### config.mk
export PLATFORM = sky130hd
export DESIGN_NAME = timer_pair
export DESIGN_NICKNAME = d
export VERILOG_FILES = /design/src/hdl/tmr_pkg.sv /design/src/hdl/pin_rise.sv /design/src/hdl/tick_prescaler.sv /design/src/hdl/timer_pair.sv
export SDC_FILE = /design/constraint.sdc
export NUM_CORES = 1
export LEC_CHECK = 0
export BUFFER_PORTS_ARGS = -buffer_cell sky130_fd_sc_hd__buf_2
export CORE_UTILIZATION = 30
export DETAILED_ROUTE_END_ITERATION = 10
export HOLD_SLACK_MARGIN = 0.12
export PLACE_DENSITY_LB_ADDON = 0.05
export SLEW_MARGIN = 20
export SYNTH_ARGS = -nofsm -noshare
export SYNTH_HDL_FRONTEND = slang
export SYNTH_SLANG_ARGS = --single-unit
### constraint.sdc
create_clock -name clk -period 3.3 [get_ports clk]
set_clock_uncertainty 0.05 [all_clocks]
set_input_delay 0.495 -clock clk [delete_from_list [all_inputs] [get_ports clk]]
set_output_delay 0.495 -clock clk [all_outputs]
set_load 0.02 [all_outputs]
### src/hdl/tmr_pkg.sv
// Behaviour
// - Run bit starts and stops the timer.
// - Cascade bit joins pair into 32-bit timer.
// - Idle-stop bit halts timer during Idle.
// - Clock-source bit picks pin edges or clock.
// - Gate-enable turns gated accumulation on, internal.
// - External source ignores gate-enable bit.
// - Unused control bits ignore writes, read zero.
// - Sleep stops timer on internal clock.
// - Sleep lets externally clocked timer count.
// - Idle-stop bit sits at bit 13.
package tmr_pkg;
	localparam int unsigned ADDR_W   = 3;
	localparam int unsigned DATA_W   = 16;
	localparam int unsigned PS_W     = 8;

	localparam logic [2:0] OFS_CTRL_X = 3'h0;
	localparam logic [2:0] OFS_CTRL_Y = 3'h1;
	localparam logic [2:0] OFS_CNT_X  = 3'h2;
	localparam logic [2:0] OFS_CNT_Y  = 3'h3;

	localparam int unsigned RUN_POS   = 15;
	localparam int unsigned IDLE_POS  = 13;
	localparam int unsigned GATE_POS  = 6;
	localparam int unsigned PS_HI     = 5;
	localparam int unsigned PS_LO     = 4;
	localparam int unsigned CASC_POS  = 3;
	localparam int unsigned SRC_POS   = 1;

	localparam logic [15:0] CTRL_X_MASK = 16'hA07A;
	localparam logic [15:0] CTRL_Y_MASK = 16'hA072;
	localparam logic [15:0] CTRL_RST    = 16'h0000;
	localparam logic [15:0] CNT_RST     = 16'h0000;
	localparam logic [15:0] CNT_FULL    = 16'hFFFF;

	localparam logic [1:0] PS_DIV1   = 2'h0;
	localparam logic [1:0] PS_DIV8   = 2'h1;
	localparam logic [1:0] PS_DIV64  = 2'h2;
	localparam logic [1:0] PS_DIV256 = 2'h3;

	localparam logic [7:0] PS_LIM1   = 8'h00;
	localparam logic [7:0] PS_LIM8   = 8'h07;
	localparam logic [7:0] PS_LIM64  = 8'h3F;
	localparam logic [7:0] PS_LIM256 = 8'hFF;

	typedef enum logic [1:0] {SRC_OFF, SRC_INT, SRC_EXT} src_state_t;

	function automatic logic [7:0] ps_limit(input logic [1:0] sel);
		case (sel)
			PS_DIV8:   ps_limit = PS_LIM8;
			PS_DIV64:  ps_limit = PS_LIM64;
			PS_DIV256: ps_limit = PS_LIM256;
			default:   ps_limit = PS_LIM1;
		endcase
	endfunction
endpackage

### src/hdl/pin_rise.sv
`timescale 1ns/10ps
module pin_rise import tmr_pkg::*; (
	// Clocking
	input  wire logic clk,
	input  wire logic rst_n,
	input  wire logic ce,
	// Pin and edge
	input  wire logic pin,
	output logic      rise
);
	logic prev_r;

	always_ff @(posedge clk or negedge rst_n) begin
		if (!rst_n) begin
			prev_r <= 1'b0;
		end else if (ce) begin
			prev_r <= pin;
		end
	end

	// Rising edge of the pin, held off by a frozen clock enable
	assign rise = ce & pin & ~prev_r;
endmodule

### src/hdl/tick_prescaler.sv
`timescale 1ns/10ps
module tick_prescaler import tmr_pkg::*; (
	// Clocking
	input  wire logic       clk,
	input  wire logic       rst_n,
	input  wire logic       ce,
	// Control
	input  wire logic       clr,
	input  wire logic       adv,
	input  wire logic [1:0] sel,
	// Divided tick
	output logic            tick
);
	logic [PS_W-1:0] cnt_r;
	logic [PS_W-1:0] cnt_nxt;
	logic            wrap;

	assign wrap = (cnt_r >= ps_limit(sel));
	assign tick = ce & adv & ~clr & wrap;

	always_comb begin
		cnt_nxt = cnt_r;
		if (clr) begin
			cnt_nxt = '0;
		end else if (adv) begin
			cnt_nxt = wrap ? '0 : cnt_r + 8'h01;
		end
	end

	always_ff @(posedge clk or negedge rst_n) begin
		if (!rst_n) begin
			cnt_r <= '0;
		end else if (ce) begin
			cnt_r <= cnt_nxt;
		end
	end
endmodule

### src/hdl/timer_pair.sv
`timescale 1ns/10ps
module timer_pair import tmr_pkg::*; (
	// Clocking
	input  wire logic              clk,
	input  wire logic              rst_n,
	input  wire logic              ce,
	// Register port
	input  wire logic [ADDR_W-1:0] addr,
	input  wire logic [DATA_W-1:0] wdata,
	input  wire logic              wr,
	input  wire logic              rd,
	output logic      [DATA_W-1:0] rdata,
	// Power state
	input  wire logic              idle_mode,
	input  wire logic              sleep_mode,
	// Pins
	input  wire logic              ext_clk_x,
	input  wire logic              ext_clk_y,
	input  wire logic              gate_x,
	input  wire logic              gate_y,
	// Status
	output logic                   running_x,
	output logic                   running_y
);
	logic [15:0]       ctrl_x_r;
	logic [15:0]       ctrl_y_r;
	logic [15:0]       cnt_x_r;
	logic [15:0]       cnt_y_r;
	logic [15:0]       rdata_r;
	logic              run_r_x;
	logic              run_r_y;
	logic              wr_ctrl_x;
	logic              wr_ctrl_y;
	logic              wr_cnt_x;
	logic              wr_cnt_y;
	logic              casc;
	logic              act_x;
	logic              act_y;
	logic              adv_x;
	logic              adv_y;
	logic              rise_x;
	logic              rise_y;
	logic              tick_x;
	logic              tick_y;
	logic              inc_x;
	logic              inc_y;
	src_state_t        src_x;
	src_state_t        src_y;

	assign wr_ctrl_x = wr & (addr == OFS_CTRL_X);
	assign wr_ctrl_y = wr & (addr == OFS_CTRL_Y);
	assign wr_cnt_x  = wr & (addr == OFS_CNT_X);
	assign wr_cnt_y  = wr & (addr == OFS_CNT_Y);

	// Control registers keep only implemented bits
	always_ff @(posedge clk or negedge rst_n) begin
		if (!rst_n) begin
			ctrl_x_r <= CTRL_RST;
			ctrl_y_r <= CTRL_RST;
		end else if (ce) begin
			if (wr_ctrl_x) begin
				ctrl_x_r <= wdata & CTRL_X_MASK;
			end
			if (wr_ctrl_y) begin
				ctrl_y_r <= wdata & CTRL_Y_MASK;
			end
		end
	end

	assign casc = ctrl_x_r[CASC_POS];

	// Clock source selection, per timer
	function automatic src_state_t pick_src(input logic [15:0] c, input logic sleep,
			input logic idle, input logic off);
		if (off || !c[RUN_POS]) begin
			pick_src = SRC_OFF;
		end else if (idle && c[IDLE_POS]) begin
			pick_src = SRC_OFF;
		end else if (c[SRC_POS]) begin
			pick_src = SRC_EXT;
		end else if (sleep) begin
			pick_src = SRC_OFF;
		end else begin
			pick_src = SRC_INT;
		end
	endfunction

	// Whether a source tick may reach the prescaler
	function automatic logic src_adv(input src_state_t s, input logic [15:0] c,
			input logic rise, input logic gate);
		case (s)
			SRC_EXT: src_adv = rise;
			SRC_INT: src_adv = !c[GATE_POS] || gate;
			default: src_adv = 1'b0;
		endcase
	endfunction

	assign src_x = pick_src(ctrl_x_r, sleep_mode, idle_mode, 1'b0);
	assign src_y = pick_src(ctrl_y_r, sleep_mode, idle_mode, casc);
	assign act_x = (src_x != SRC_OFF);
	assign act_y = (src_y != SRC_OFF);
	assign adv_x = src_adv(src_x, ctrl_x_r, rise_x, gate_x);
	assign adv_y = src_adv(src_y, ctrl_y_r, rise_y, gate_y);

	pin_rise u_rise_x (
		.clk  (clk),
		.rst_n(rst_n),
		.ce   (ce),
		.pin  (ext_clk_x),
		.rise (rise_x)
	);

	pin_rise u_rise_y (
		.clk  (clk),
		.rst_n(rst_n),
		.ce   (ce),
		.pin  (ext_clk_y),
		.rise (rise_y)
	);

	tick_prescaler u_ps_x (
		.clk  (clk),
		.rst_n(rst_n),
		.ce   (ce),
		.clr  (~ctrl_x_r[RUN_POS]),
		.adv  (adv_x),
		.sel  (ctrl_x_r[PS_HI:PS_LO]),
		.tick (tick_x)
	);

	tick_prescaler u_ps_y (
		.clk  (clk),
		.rst_n(rst_n),
		.ce   (ce),
		.clr  (~ctrl_y_r[RUN_POS] | casc),
		.adv  (adv_y),
		.sel  (ctrl_y_r[PS_HI:PS_LO]),
		.tick (tick_y)
	);

	assign inc_x = tick_x;
	assign inc_y = casc ? (tick_x & (cnt_x_r == CNT_FULL)) : tick_y;

	// Low word; a software write wins over a tick
	always_ff @(posedge clk or negedge rst_n) begin
		if (!rst_n) begin
			cnt_x_r <= CNT_RST;
		end else if (ce) begin
			if (wr_cnt_x) begin
				cnt_x_r <= wdata;
			end else if (inc_x) begin
				cnt_x_r <= cnt_x_r + 16'h0001;
			end
		end
	end

	// High word, or second 16-bit timer
	always_ff @(posedge clk or negedge rst_n) begin
		if (!rst_n) begin
			cnt_y_r <= CNT_RST;
		end else if (ce) begin
			if (wr_cnt_y) begin
				cnt_y_r <= wdata;
			end else if (inc_y) begin
				cnt_y_r <= cnt_y_r + 16'h0001;
			end
		end
	end

	// Read data stands one cycle after the strobe only
	always_ff @(posedge clk or negedge rst_n) begin
		if (!rst_n) begin
			rdata_r <= 16'h0000;
		end else if (ce) begin
			if (rd) begin
				case (addr)
					OFS_CTRL_X: rdata_r <= ctrl_x_r;
					OFS_CTRL_Y: rdata_r <= ctrl_y_r;
					OFS_CNT_X:  rdata_r <= cnt_x_r;
					OFS_CNT_Y:  rdata_r <= cnt_y_r;
					default:    rdata_r <= 16'h0000;
				endcase
			end else begin
				rdata_r <= 16'h0000;
			end
		end
	end

	// Status flags registered
	always_ff @(posedge clk or negedge rst_n) begin
		if (!rst_n) begin
			run_r_x <= 1'b0;
			run_r_y <= 1'b0;
		end else if (ce) begin
			run_r_x <= act_x;
			run_r_y <= act_y | (casc & act_x);
		end
	end

	assign rdata     = rdata_r;
	assign running_x = run_r_x;
	assign running_y = run_r_y;

	// Checks
	logic steady8_x;
	assign steady8_x = ce && !wr && (src_x == SRC_INT) && !ctrl_x_r[GATE_POS]
		&& (ctrl_x_r[PS_HI:PS_LO] == PS_DIV8);

	property p_stop_holds;
		@(posedge clk) disable iff (!rst_n)
		(!ctrl_x_r[RUN_POS] && !wr_cnt_x) |=> (cnt_x_r == $past(cnt_x_r));
	endproperty
	a_stop_holds: assert property (p_stop_holds) else $error("stopped timer counted");

	property p_div1_count;
		@(posedge clk) disable iff (!rst_n)
		(ce && !wr && src_x == SRC_INT && !ctrl_x_r[GATE_POS]
			&& ctrl_x_r[PS_HI:PS_LO] == PS_DIV1)
			|=> (cnt_x_r == $past(cnt_x_r) + 16'h0001);
	endproperty
	a_div1_count: assert property (p_div1_count) else $error("undivided count missed");

	property p_div8_gap;
		@(posedge clk) disable iff (!rst_n)
		(inc_x && steady8_x) ##1 steady8_x [*7] |-> (cnt_x_r == $past(cnt_x_r, 6));
	endproperty
	a_div8_gap: assert property (p_div8_gap) else $error("divide by 8 too fast");

	property p_idle_stop;
		@(posedge clk) disable iff (!rst_n)
		(idle_mode && ctrl_x_r[IDLE_POS] && !wr_cnt_x) |=> $stable(cnt_x_r);
	endproperty
	a_idle_stop: assert property (p_idle_stop) else $error("counted in idle");

	property p_sleep_int;
		@(posedge clk) disable iff (!rst_n)
		(sleep_mode && !ctrl_y_r[SRC_POS] && !casc && !wr_cnt_y) |=> $stable(cnt_y_r);
	endproperty
	a_sleep_int: assert property (p_sleep_int) else $error("internal clock ran in sleep");

	property p_sleep_ext;
		@(posedge clk) disable iff (!rst_n)
		(sleep_mode && ce && !wr && ctrl_x_r[RUN_POS] && ctrl_x_r[SRC_POS]
			&& !(idle_mode && ctrl_x_r[IDLE_POS])
			&& ctrl_x_r[PS_HI:PS_LO] == PS_DIV1 && ext_clk_x && !u_rise_x.prev_r)
			|=> (cnt_x_r == $past(cnt_x_r) + 16'h0001);
	endproperty
	a_sleep_ext: assert property (p_sleep_ext) else $error("external edge lost");

	property p_gate_low;
		@(posedge clk) disable iff (!rst_n)
		(ctrl_x_r[GATE_POS] && !ctrl_x_r[SRC_POS] && !gate_x && !wr_cnt_x)
			|=> $stable(cnt_x_r);
	endproperty
	a_gate_low: assert property (p_gate_low) else $error("counted with gate low");

	property p_carry;
		@(posedge clk) disable iff (!rst_n)
		(casc && tick_x && cnt_x_r == CNT_FULL && !wr)
			|=> (cnt_y_r == $past(cnt_y_r) + 16'h0001) && (cnt_x_r == 16'h0000);
	endproperty
	a_carry: assert property (p_carry) else $error("cascade carry lost");

	property p_casc_y_quiet;
		@(posedge clk) disable iff (!rst_n)
		(casc && !(tick_x && cnt_x_r == CNT_FULL) && !wr_cnt_y) |=> $stable(cnt_y_r);
	endproperty
	a_casc_y_quiet: assert property (p_casc_y_quiet) else $error("high word ran alone");

	property p_ctrl_read;
		@(posedge clk) disable iff (!rst_n)
		(ce && rd && addr == OFS_CTRL_X && !wr)
			|=> (rdata == $past(ctrl_x_r)) && ((rdata & ~CTRL_X_MASK) == 16'h0000);
	endproperty
	a_ctrl_read: assert property (p_ctrl_read) else $error("control readback wrong");

	property p_freeze;
		@(posedge clk) disable iff (!rst_n)
		!ce |=> $stable(cnt_x_r) && $stable(cnt_y_r) && $stable(ctrl_x_r) && $stable(rdata);
	endproperty
	a_freeze: assert property (p_freeze) else $error("state moved while frozen");

	property p_y_div1_count;
		@(posedge clk) disable iff (!rst_n)
		(ce && !wr && !casc && src_y == SRC_INT && !ctrl_y_r[GATE_POS]
			&& ctrl_y_r[PS_HI:PS_LO] == PS_DIV1)
			|=> (cnt_y_r == $past(cnt_y_r) + 16'h0001);
	endproperty
	a_y_div1_count: assert property (p_y_div1_count) else $error("second timer missed a count");

	property p_ext_quiet;
		@(posedge clk) disable iff (!rst_n)
		(ctrl_x_r[SRC_POS] && !rise_x && !wr_cnt_x) |=> $stable(cnt_x_r);
	endproperty
	a_ext_quiet: assert property (p_ext_quiet) else $error("counted without pin edge");

	c_div8: cover property (@(posedge clk) disable iff (!rst_n) inc_x && steady8_x);
	c_carry: cover property (@(posedge clk) disable iff (!rst_n) inc_y && casc);
	c_ext: cover property (@(posedge clk) disable iff (!rst_n) inc_x && src_x == SRC_EXT);
	c_gated: cover property (@(posedge clk) disable iff (!rst_n)
		inc_x && ctrl_x_r[GATE_POS] && !ctrl_x_r[SRC_POS]);
endmodule

==> flow_metrics.env, run 1 <==
export IMPL_async_reset_ff_frac=1.000
export IMPL_fp_dieW_um=129.4
export IMPL_cts_resized=0
export IMPL_ys_seq_elements=81
export IMPL_layout_drive_gt1_share=0.1831
export IMPL_initial_core_util=0.3065
export IMPL_drt_initial_drc_count=260
export IMPL_startpoint_type="flop"
export IMPL_r2r_cells=8
export IMPL_track_usage=0.1884
export IMPL_rr_startpoint="ctrl_x_r[5]"
export IMPL_startpoint="ctrl_x_r[5]"
export IMPL_num_antenna_cells=0
export IMPL_cts_buffer_depth=2
export IMPL_peakVddDrop_mv=0.2519
export IMPL_post_route_min_period_ns=2.827
export IMPL_fill_cells=1652
export IMPL_worstPathCellList="nand2_1 > ha_1 > a21o_1 > a21oi_2 > or4b_1 > a41oi_2 > or2b_1 > a31oi_1"
export IMPL_gr_total_overflow=0
export IMPL_ys_seq_area_frac=0.4163
export IMPL_clk_pin_slew_ns=0.07
export IMPL_report_final_hold_viol_count=0
export IMPL_max_slew_margin_rel=0.5620
export IMPL_status="complete, no violations"
export IMPL_worst_path_buf_inv=0
export IMPL_antenna_found_initial=0
export IMPL_layout_area_seq_sq_um=2027
export IMPL_worstSkewPairLatency_ns=0.35
export IMPL_remaining_drc_errors=0
export IMPL_cts_tree="done"
export IMPL_first_pass_iters=4
export IMPL_syn_area_per_cell_sq_um=9.640
export IMPL_hold_buffers=0
export IMPL_worst_pin_slew_ns=0.6570
export IMPL_synth_area_sq_um=4868
export IMPL_drt_wirelength_per_cell_um=19.30
export IMPL_crit_family="compound AO/OA/AOI/OAI gates"
export IMPL_cp_arrival_ns=3.05
export IMPL_syn_nets=557
export IMPL_cpMaxStageDelayCell="or4b_1"
export IMPL_layout_cells_non_filler=773
export IMPL_root_buffer="clkbuf_16"
export IMPL_numCtsBuffers=9
export IMPL_synthFlopType="dfrtp_1"
export IMPL_crit_required_ns=3.52
export IMPL_io_buffers=47
export IMPL_io_pin_count=48
export IMPL_endpoint_kind="flop"
export IMPL_drv_slew=0
export IMPL_cts_num_sinks=81
export IMPL_critPathKind="reg -> reg"
export IMPL_multi_input_area_sq_um=2673
export IMPL_drv_cap=0
export IMPL_grt_pass1_vias=4014
export IMPL_gp_congestion=0.7733
export IMPL_cp_max_fo=13
export IMPL_final_core_util=0.3565
export IMPL_vias=4155
export IMPL_grt_start_max_net_pins=43
export IMPL_htree_levels=3
export IMPL_coreArea_sq_um=15890
export IMPL_fin_nets=604
export IMPL_placed_area_sq_um=5369
export IMPL_die_h_um=129.4
export IMPL_postRouteAntennaNets=0
export IMPL_timing_setup_tns_ns=0
export IMPL_netlist_instances=505
export IMPL_ys_warnings_count=0
export IMPL_min_period_over_period=0.8566
export IMPL_hold_path_class="in -> async"
export IMPL_grt_pass1_wl_mm=23.35
export IMPL_drt_total_wl_mm=14.92
export IMPL_ys_types=59
export IMPL_post_dp_hpwl_mm=10.85
export IMPL_syn2layout_area_growth_pct=16.32
export IMPL_leakage_nw=2.487
export IMPL_rows=46
export IMPL_final_cell_area_sq_um=5663
export IMPL_viasPerCell=5.375
export IMPL_dpl_cell_count=757
export IMPL_synth_edff_count=0
export IMPL_max_stage_delay_ns=0.48
export IMPL_rrSetupSlack_ns=0.47
export IMPL_critical_path_depth=8
export IMPL_die_area_sq_um=16740
export IMPL_setup_viol=0
export IMPL_fmax_mhz=353.8
export IMPL_rsz0062_at_grt="false"
export IMPL_powerDensity_nw_per_um2=471.3
export IMPL_cts_setup_buffers=0
## per-stage QoR
| step | setup slack [ns] | hold slack [ns] | power [mW] |
|---|---|---|---|
| 2_1_floorplan | 0.8956 | 0.1494 | 1.478 |
| 6_report | 0.4733 | 0.1187 | 2.669 |
| 4_1_cts | 0.4565 | 0.1337 | 2.710 |
| 3_3_place_gp | 0.4804 | 0.4157 | 1.668 |
| 3_5_place_dp | 0.4331 | 0.4217 | 1.676 |
| 5_1_grt | 0.2691 | 0.1606 | 2.794 |
## kinds of logic after synthesis
family | Yosys count | synth area share
adder cells (fa/ha/maj) | 22 | 0.05654
AND/OR/NAND/NOR | 161 | 0.1694
flip-flops | 81 | 0.4163
XOR/XNOR | 2 | 0.003599
multiplexers | 33 | 0.08687
AO/OA/AOI/OAI | 165 | 0.2326
buffers and inverters | 41 | 0.03470
## cells in the mapped netlist, types with 3 or more instances
master	instances	area (sq um)
nor4_1	3	18.77
nand2b_1	8	50.05
mux2i_1	13	130.1
o22a_1	16	140.1
a21o_1	4	30.03
nand3_1	24	120.1
nor3b_1	5	37.54
a22o_1	7	61.31
mux4_2	6	135.1
nor3_1	11	55.05
inv_1	16	60.06
o2bb2ai_1	10	87.58
a2bb2oi_1	7	61.31
a21oi_1	48	240.2
mux2_2	14	157.7
nand4_1	4	25.02
nand2_1	34	127.6
nor2_1	37	138.9
o22ai_1	7	43.79
dfrtp_1	81	2027
o21ai_0	23	115.1
a31oi_1	18	112.6
clkbuf_1	15	56.30
o21bai_1	5	37.54
buf_2	6	30.03
ha_1	22	275.3
nor2b_1	4	25.02
and3_1	15	93.84
and2_1	3	18.77
## worst register-to-register path: cells and delay by family, from the launching register on
family / cells / cell delay, ns
AOI/OAI and AO/OA: 4 / 1.05
and+or+nand+nor: 3 / 0.87
DFF: 1 / 0.45
adders and majority gates: 1 / 0.33
## path summary, 6_finish.rpt
path | to
worst max-delay path | u_ps_x.cnt_r[4]
worst min-delay path | cnt_y_r[13]
worst max register to register | u_ps_x.cnt_r[4]
worst min register to register | rdata[8]
max in group asynchronous | u_ps_y.cnt_r[5]
min in group clk | u_rise_y.prev_r
## registers in the layout, summed over array words and instances (netlist names)
| register | cells |
|---|---|
| ctrl_y_r | 6 |
| cnt_y_r | 16 |
| cnt_x_r | 16 |
| running_x | 1 |
| rdata | 16 |
| running_y | 1 |
| u_rise_x.prev_r | 1 |
| u_rise_y.prev_r | 1 |
| u_ps_x.cnt_r | 8 |
| ctrl_x_r | 7 |
| u_ps_y.cnt_r | 8 |
## per-layer routing
layer / track usage / vias up / part of all wire
li1: - / 2008 / -
met1: 0.2709 / 2057 / 0.50
met2: 0.2903 / 75 / 0.45
met3: 0.02312 / 15 / 0.037
met4: 0.06713 / 0 / 0.013
met5: 0 / - / 0
## area by class of cell
type                       instances  area share
multi-input combinational        383      0.4719
sequential                        81      0.3579
timing repair buffer              60     0.05921
clock buffer                      14     0.05015
tap                              216     0.04772
inverter                          17     0.01127
clock inverter                     2    0.001768
## power by group
part / internal, mW / total [mW] / switching (mW)
Combinational: 0.200 / 0.455 / 0.255
Sequential: 1.08 / 1.20 / 0.117
Clock: 0.591 / 1.02 / 0.426
Total: 1.87 / 2.67 / 0.798
## cell usage in the layout, fill, tap and decap left out, types with 4 or more instances in the layout
master / n
a21oi_1: 48
ha_1: 22
mux4_2: 6
clkbuf_16: 9
and3_1: 15
nand2b_1: 8
o22a_1: 16
a31oi_1: 18
nor3b_1: 5
mux2i_1: 13
o21bai_1: 5
nor2b_1: 4
nor3_1: 11
buf_4: 14
buf_2: 46
inv_1: 16
a2bb2oi_1: 7
a22o_1: 7
nand4_1: 4
mux2_2: 14
nand2_1: 34
o21ai_0: 23
dfrtp_1: 81
nor2_1: 37
a21o_1: 4
nand3_1: 24
o22ai_1: 7
clkbuf_8: 4
o2bb2ai_1: 10
(Power assumes the default switching activity.)
==> run 2: changes to the inputs <==
==> constraint.sdc (replaced) <==
create_clock -name clk -period 2.6 [get_ports clk]
set_clock_uncertainty 0.05 [all_clocks]
set_input_delay 0.39 -clock clk [delete_from_list [all_inputs] [get_ports clk]]
set_output_delay 0.39 -clock clk [all_outputs]
set_load 0.02 [all_outputs]
==> run 2 against run 1 <==
Compared with the run above:
- combinational power is 53% higher
- non-clock buffer count is 23 higher
- flip-flop and latch count unchanged
- register-to-register slack worse by 0.36 ns
- first-iteration DRC count increased by 11%
- sequential power rose by 25%
- total power is 31% higher
- routed wire length up 0.97%
- sequential share of layout area fell by 1.7 points
- global-route usage grew 0.37 points
- maximum frequency increased by 13%
==> flow_metrics.env, run 2 (same netlist as run 1, synthesis figures left out) <==
export IMPL_cp_arrival_ns=2.70
export IMPL_peakVddDrop_mv=0.3066
export IMPL_worstPathCellList="nand2_2 > ha_1 > a21o_1 > a21oi_4 > or4b_4 > a41oi_4 > or2b_1 > a31oi_1"
export IMPL_grt_start_max_net_pins=42
export IMPL_clk_pin_slew_ns=0.06
export IMPL_post_place_ws_ns=0.009521
export IMPL_dpl_cell_count=778
export IMPL_mostFrequentLayoutCell="dfrtp_1"
export IMPL_layout_drive_gt1_share=0.2310
export IMPL_drt_initial_drc_count=289
export IMPL_critPathKind="reg -> reg"
export IMPL_cts_buffer_depth=2
export IMPL_wl_met1_mm=7.630
export IMPL_root_buffer="clkbuf_16"
export IMPL_grt_pass1_wl_mm=23.88
export IMPL_remaining_drc_errors=0
export IMPL_top_layer="met4"
export IMPL_startpoint_type="flop"
export IMPL_cts_num_sinks=81
export IMPL_drv_cap=0
export IMPL_setup_viol=0
export IMPL_cpMaxStageDelayCell="or4b_4"
export IMPL_track_usage=0.1921
export IMPL_fmax_mhz=401.3
export IMPL_rows=46
export IMPL_layout_cells_non_filler=796
export IMPL_max_slew_margin_rel=0.5861
export IMPL_htree_levels=3
export IMPL_initial_core_util=0.3065
export IMPL_gr_total_overflow=0
export IMPL_report_final_hold_viol_count=0
export IMPL_grt_pass1_vias=4155
export IMPL_vias=4242
export IMPL_worstSkewPairLatency_ns=0.34
export IMPL_wl_met2_mm=6.787
export IMPL_worst_pin_slew_ns=0.6193
export IMPL_drt_wirelength_per_cell_um=18.92
export IMPL_postRouteAntennaNets=0
export IMPL_viasPerCell=5.329
export IMPL_max_stage_delay_ns=0.49
export IMPL_timing_setup_tns_ns=0
export IMPL_finalWorstSetupSlack_ns=0.1083
export IMPL_cts_tree="done"
export IMPL_gp_congestion=0.7683
export IMPL_fin_nets=627
export IMPL_io_buffers=47
export IMPL_post_route_min_period_ns=2.492
export IMPL_wl_met3_um=496
export IMPL_io_pin_count=48
export IMPL_syn2layout_area_growth_pct=22.08
export IMPL_endpoint_kind="flop"
export IMPL_status="complete, no violations"
export IMPL_cp_max_fo=5
export IMPL_numCtsBuffers=9
export IMPL_powerDensity_nw_per_um2=587.5
export IMPL_drt_total_wl_mm=15.06
export IMPL_drv_slew=0
export IMPL_final_cell_mix="dfrtp_1, a21oi_1, buf_2"
export IMPL_num_antenna_cells=0
export IMPL_die_area_sq_um=16740
export IMPL_leakage_nw=2.627
export IMPL_die_h_um=129.4
export IMPL_coreArea_sq_um=15890
export IMPL_fp_dieW_um=129.4
export IMPL_antenna_found_initial=0
export IMPL_post_dp_hpwl_mm=11.02
export IMPL_crit_required_ns=2.81
export IMPL_first_pass_iters=5
export IMPL_hold_path_class="in -> reg"
export IMPL_min_period_over_period=0.9583
[run 2: layout make-up]
type	instances	area, sq um
Clock buffer	13	250.2
Timing Repair Buffer	83	536.8
Clock inverter	3	40.04
Tap cell	216	270.3
Fill cell	1641	9942
Multi-Input combinational cell	383	2754
Inverter	17	63.81
Sequential cell	81	2028
[run 2: where the power goes]
group / internal [mW] / switching [mW]
sequential: 1.37 / 0.128
combinational: 0.311 / 0.386
clock: 0.769 / 0.526
total: 2.45 / 1.04
[run 2: per-stage QoR]
| step | cell area [sq um] | hold WS (ns) | util | total power [mW] |
|---|---|---|---|---|
| 6_report | 5943 | 0.2427 | 0.3741 | 3.492 |
| 5_1_grt | 5943 | 0.2458 | 0.3741 | 3.672 |
| 4_1_cts | 5852 | 0.2329 | 0.3684 | 3.513 |
| 3_5_place_dp | 5552 | 0.3857 | 0.3495 | 2.189 |
| 3_3_place_gp | 5552 | 0.3886 | 0.3495 | 2.182 |
| 2_1_floorplan | 4868 | 0.04441 | - | 1.876 |
[run 2: path summary, 6_finish.rpt]
path                                   from              end  slack (ns)  cells after the start
worst max-delay path            ctrl_x_r[5]  u_ps_x.cnt_r[2]        0.11                      8
worst min-delay path              ext_clk_y  u_rise_y.prev_r        0.24                      2
worst max register to register  ctrl_x_r[5]  u_ps_x.cnt_r[2]        0.11                      8
worst min register to register    rdata[14]        rdata[14]        0.43                      1
max in group asynchronous             rst_n         rdata[7]        1.32                      3
min in group asynchronous             rst_n  u_ps_x.cnt_r[5]        0.54                      2
[run 2: metal layers]
metal | GRT usage | vias to the layer above
li1 | - | 2046
met1 | 0.2799 | 2104
met2 | 0.2906 | 82
met3 | 0.03509 | 10
met4 | 0.05121 | 0
met5 | 0 | -
[run 2: worst max-delay path: cells and delay by family (launching register included)]
kind            cells  cell delay (ns)
flops               1             0.41
fa+ha+maj           1             0.29
simple gates        3             0.82
compound gates      4             0.84
[run 2: timing repair]
action / CTS / global route
hold endpoints to repair: 40 / 0
setup endpoints to repair: 0 / 30
hold buffers: 1 / 0
gates resized for setup: 0 / 16
setup buffers: 0 / 0
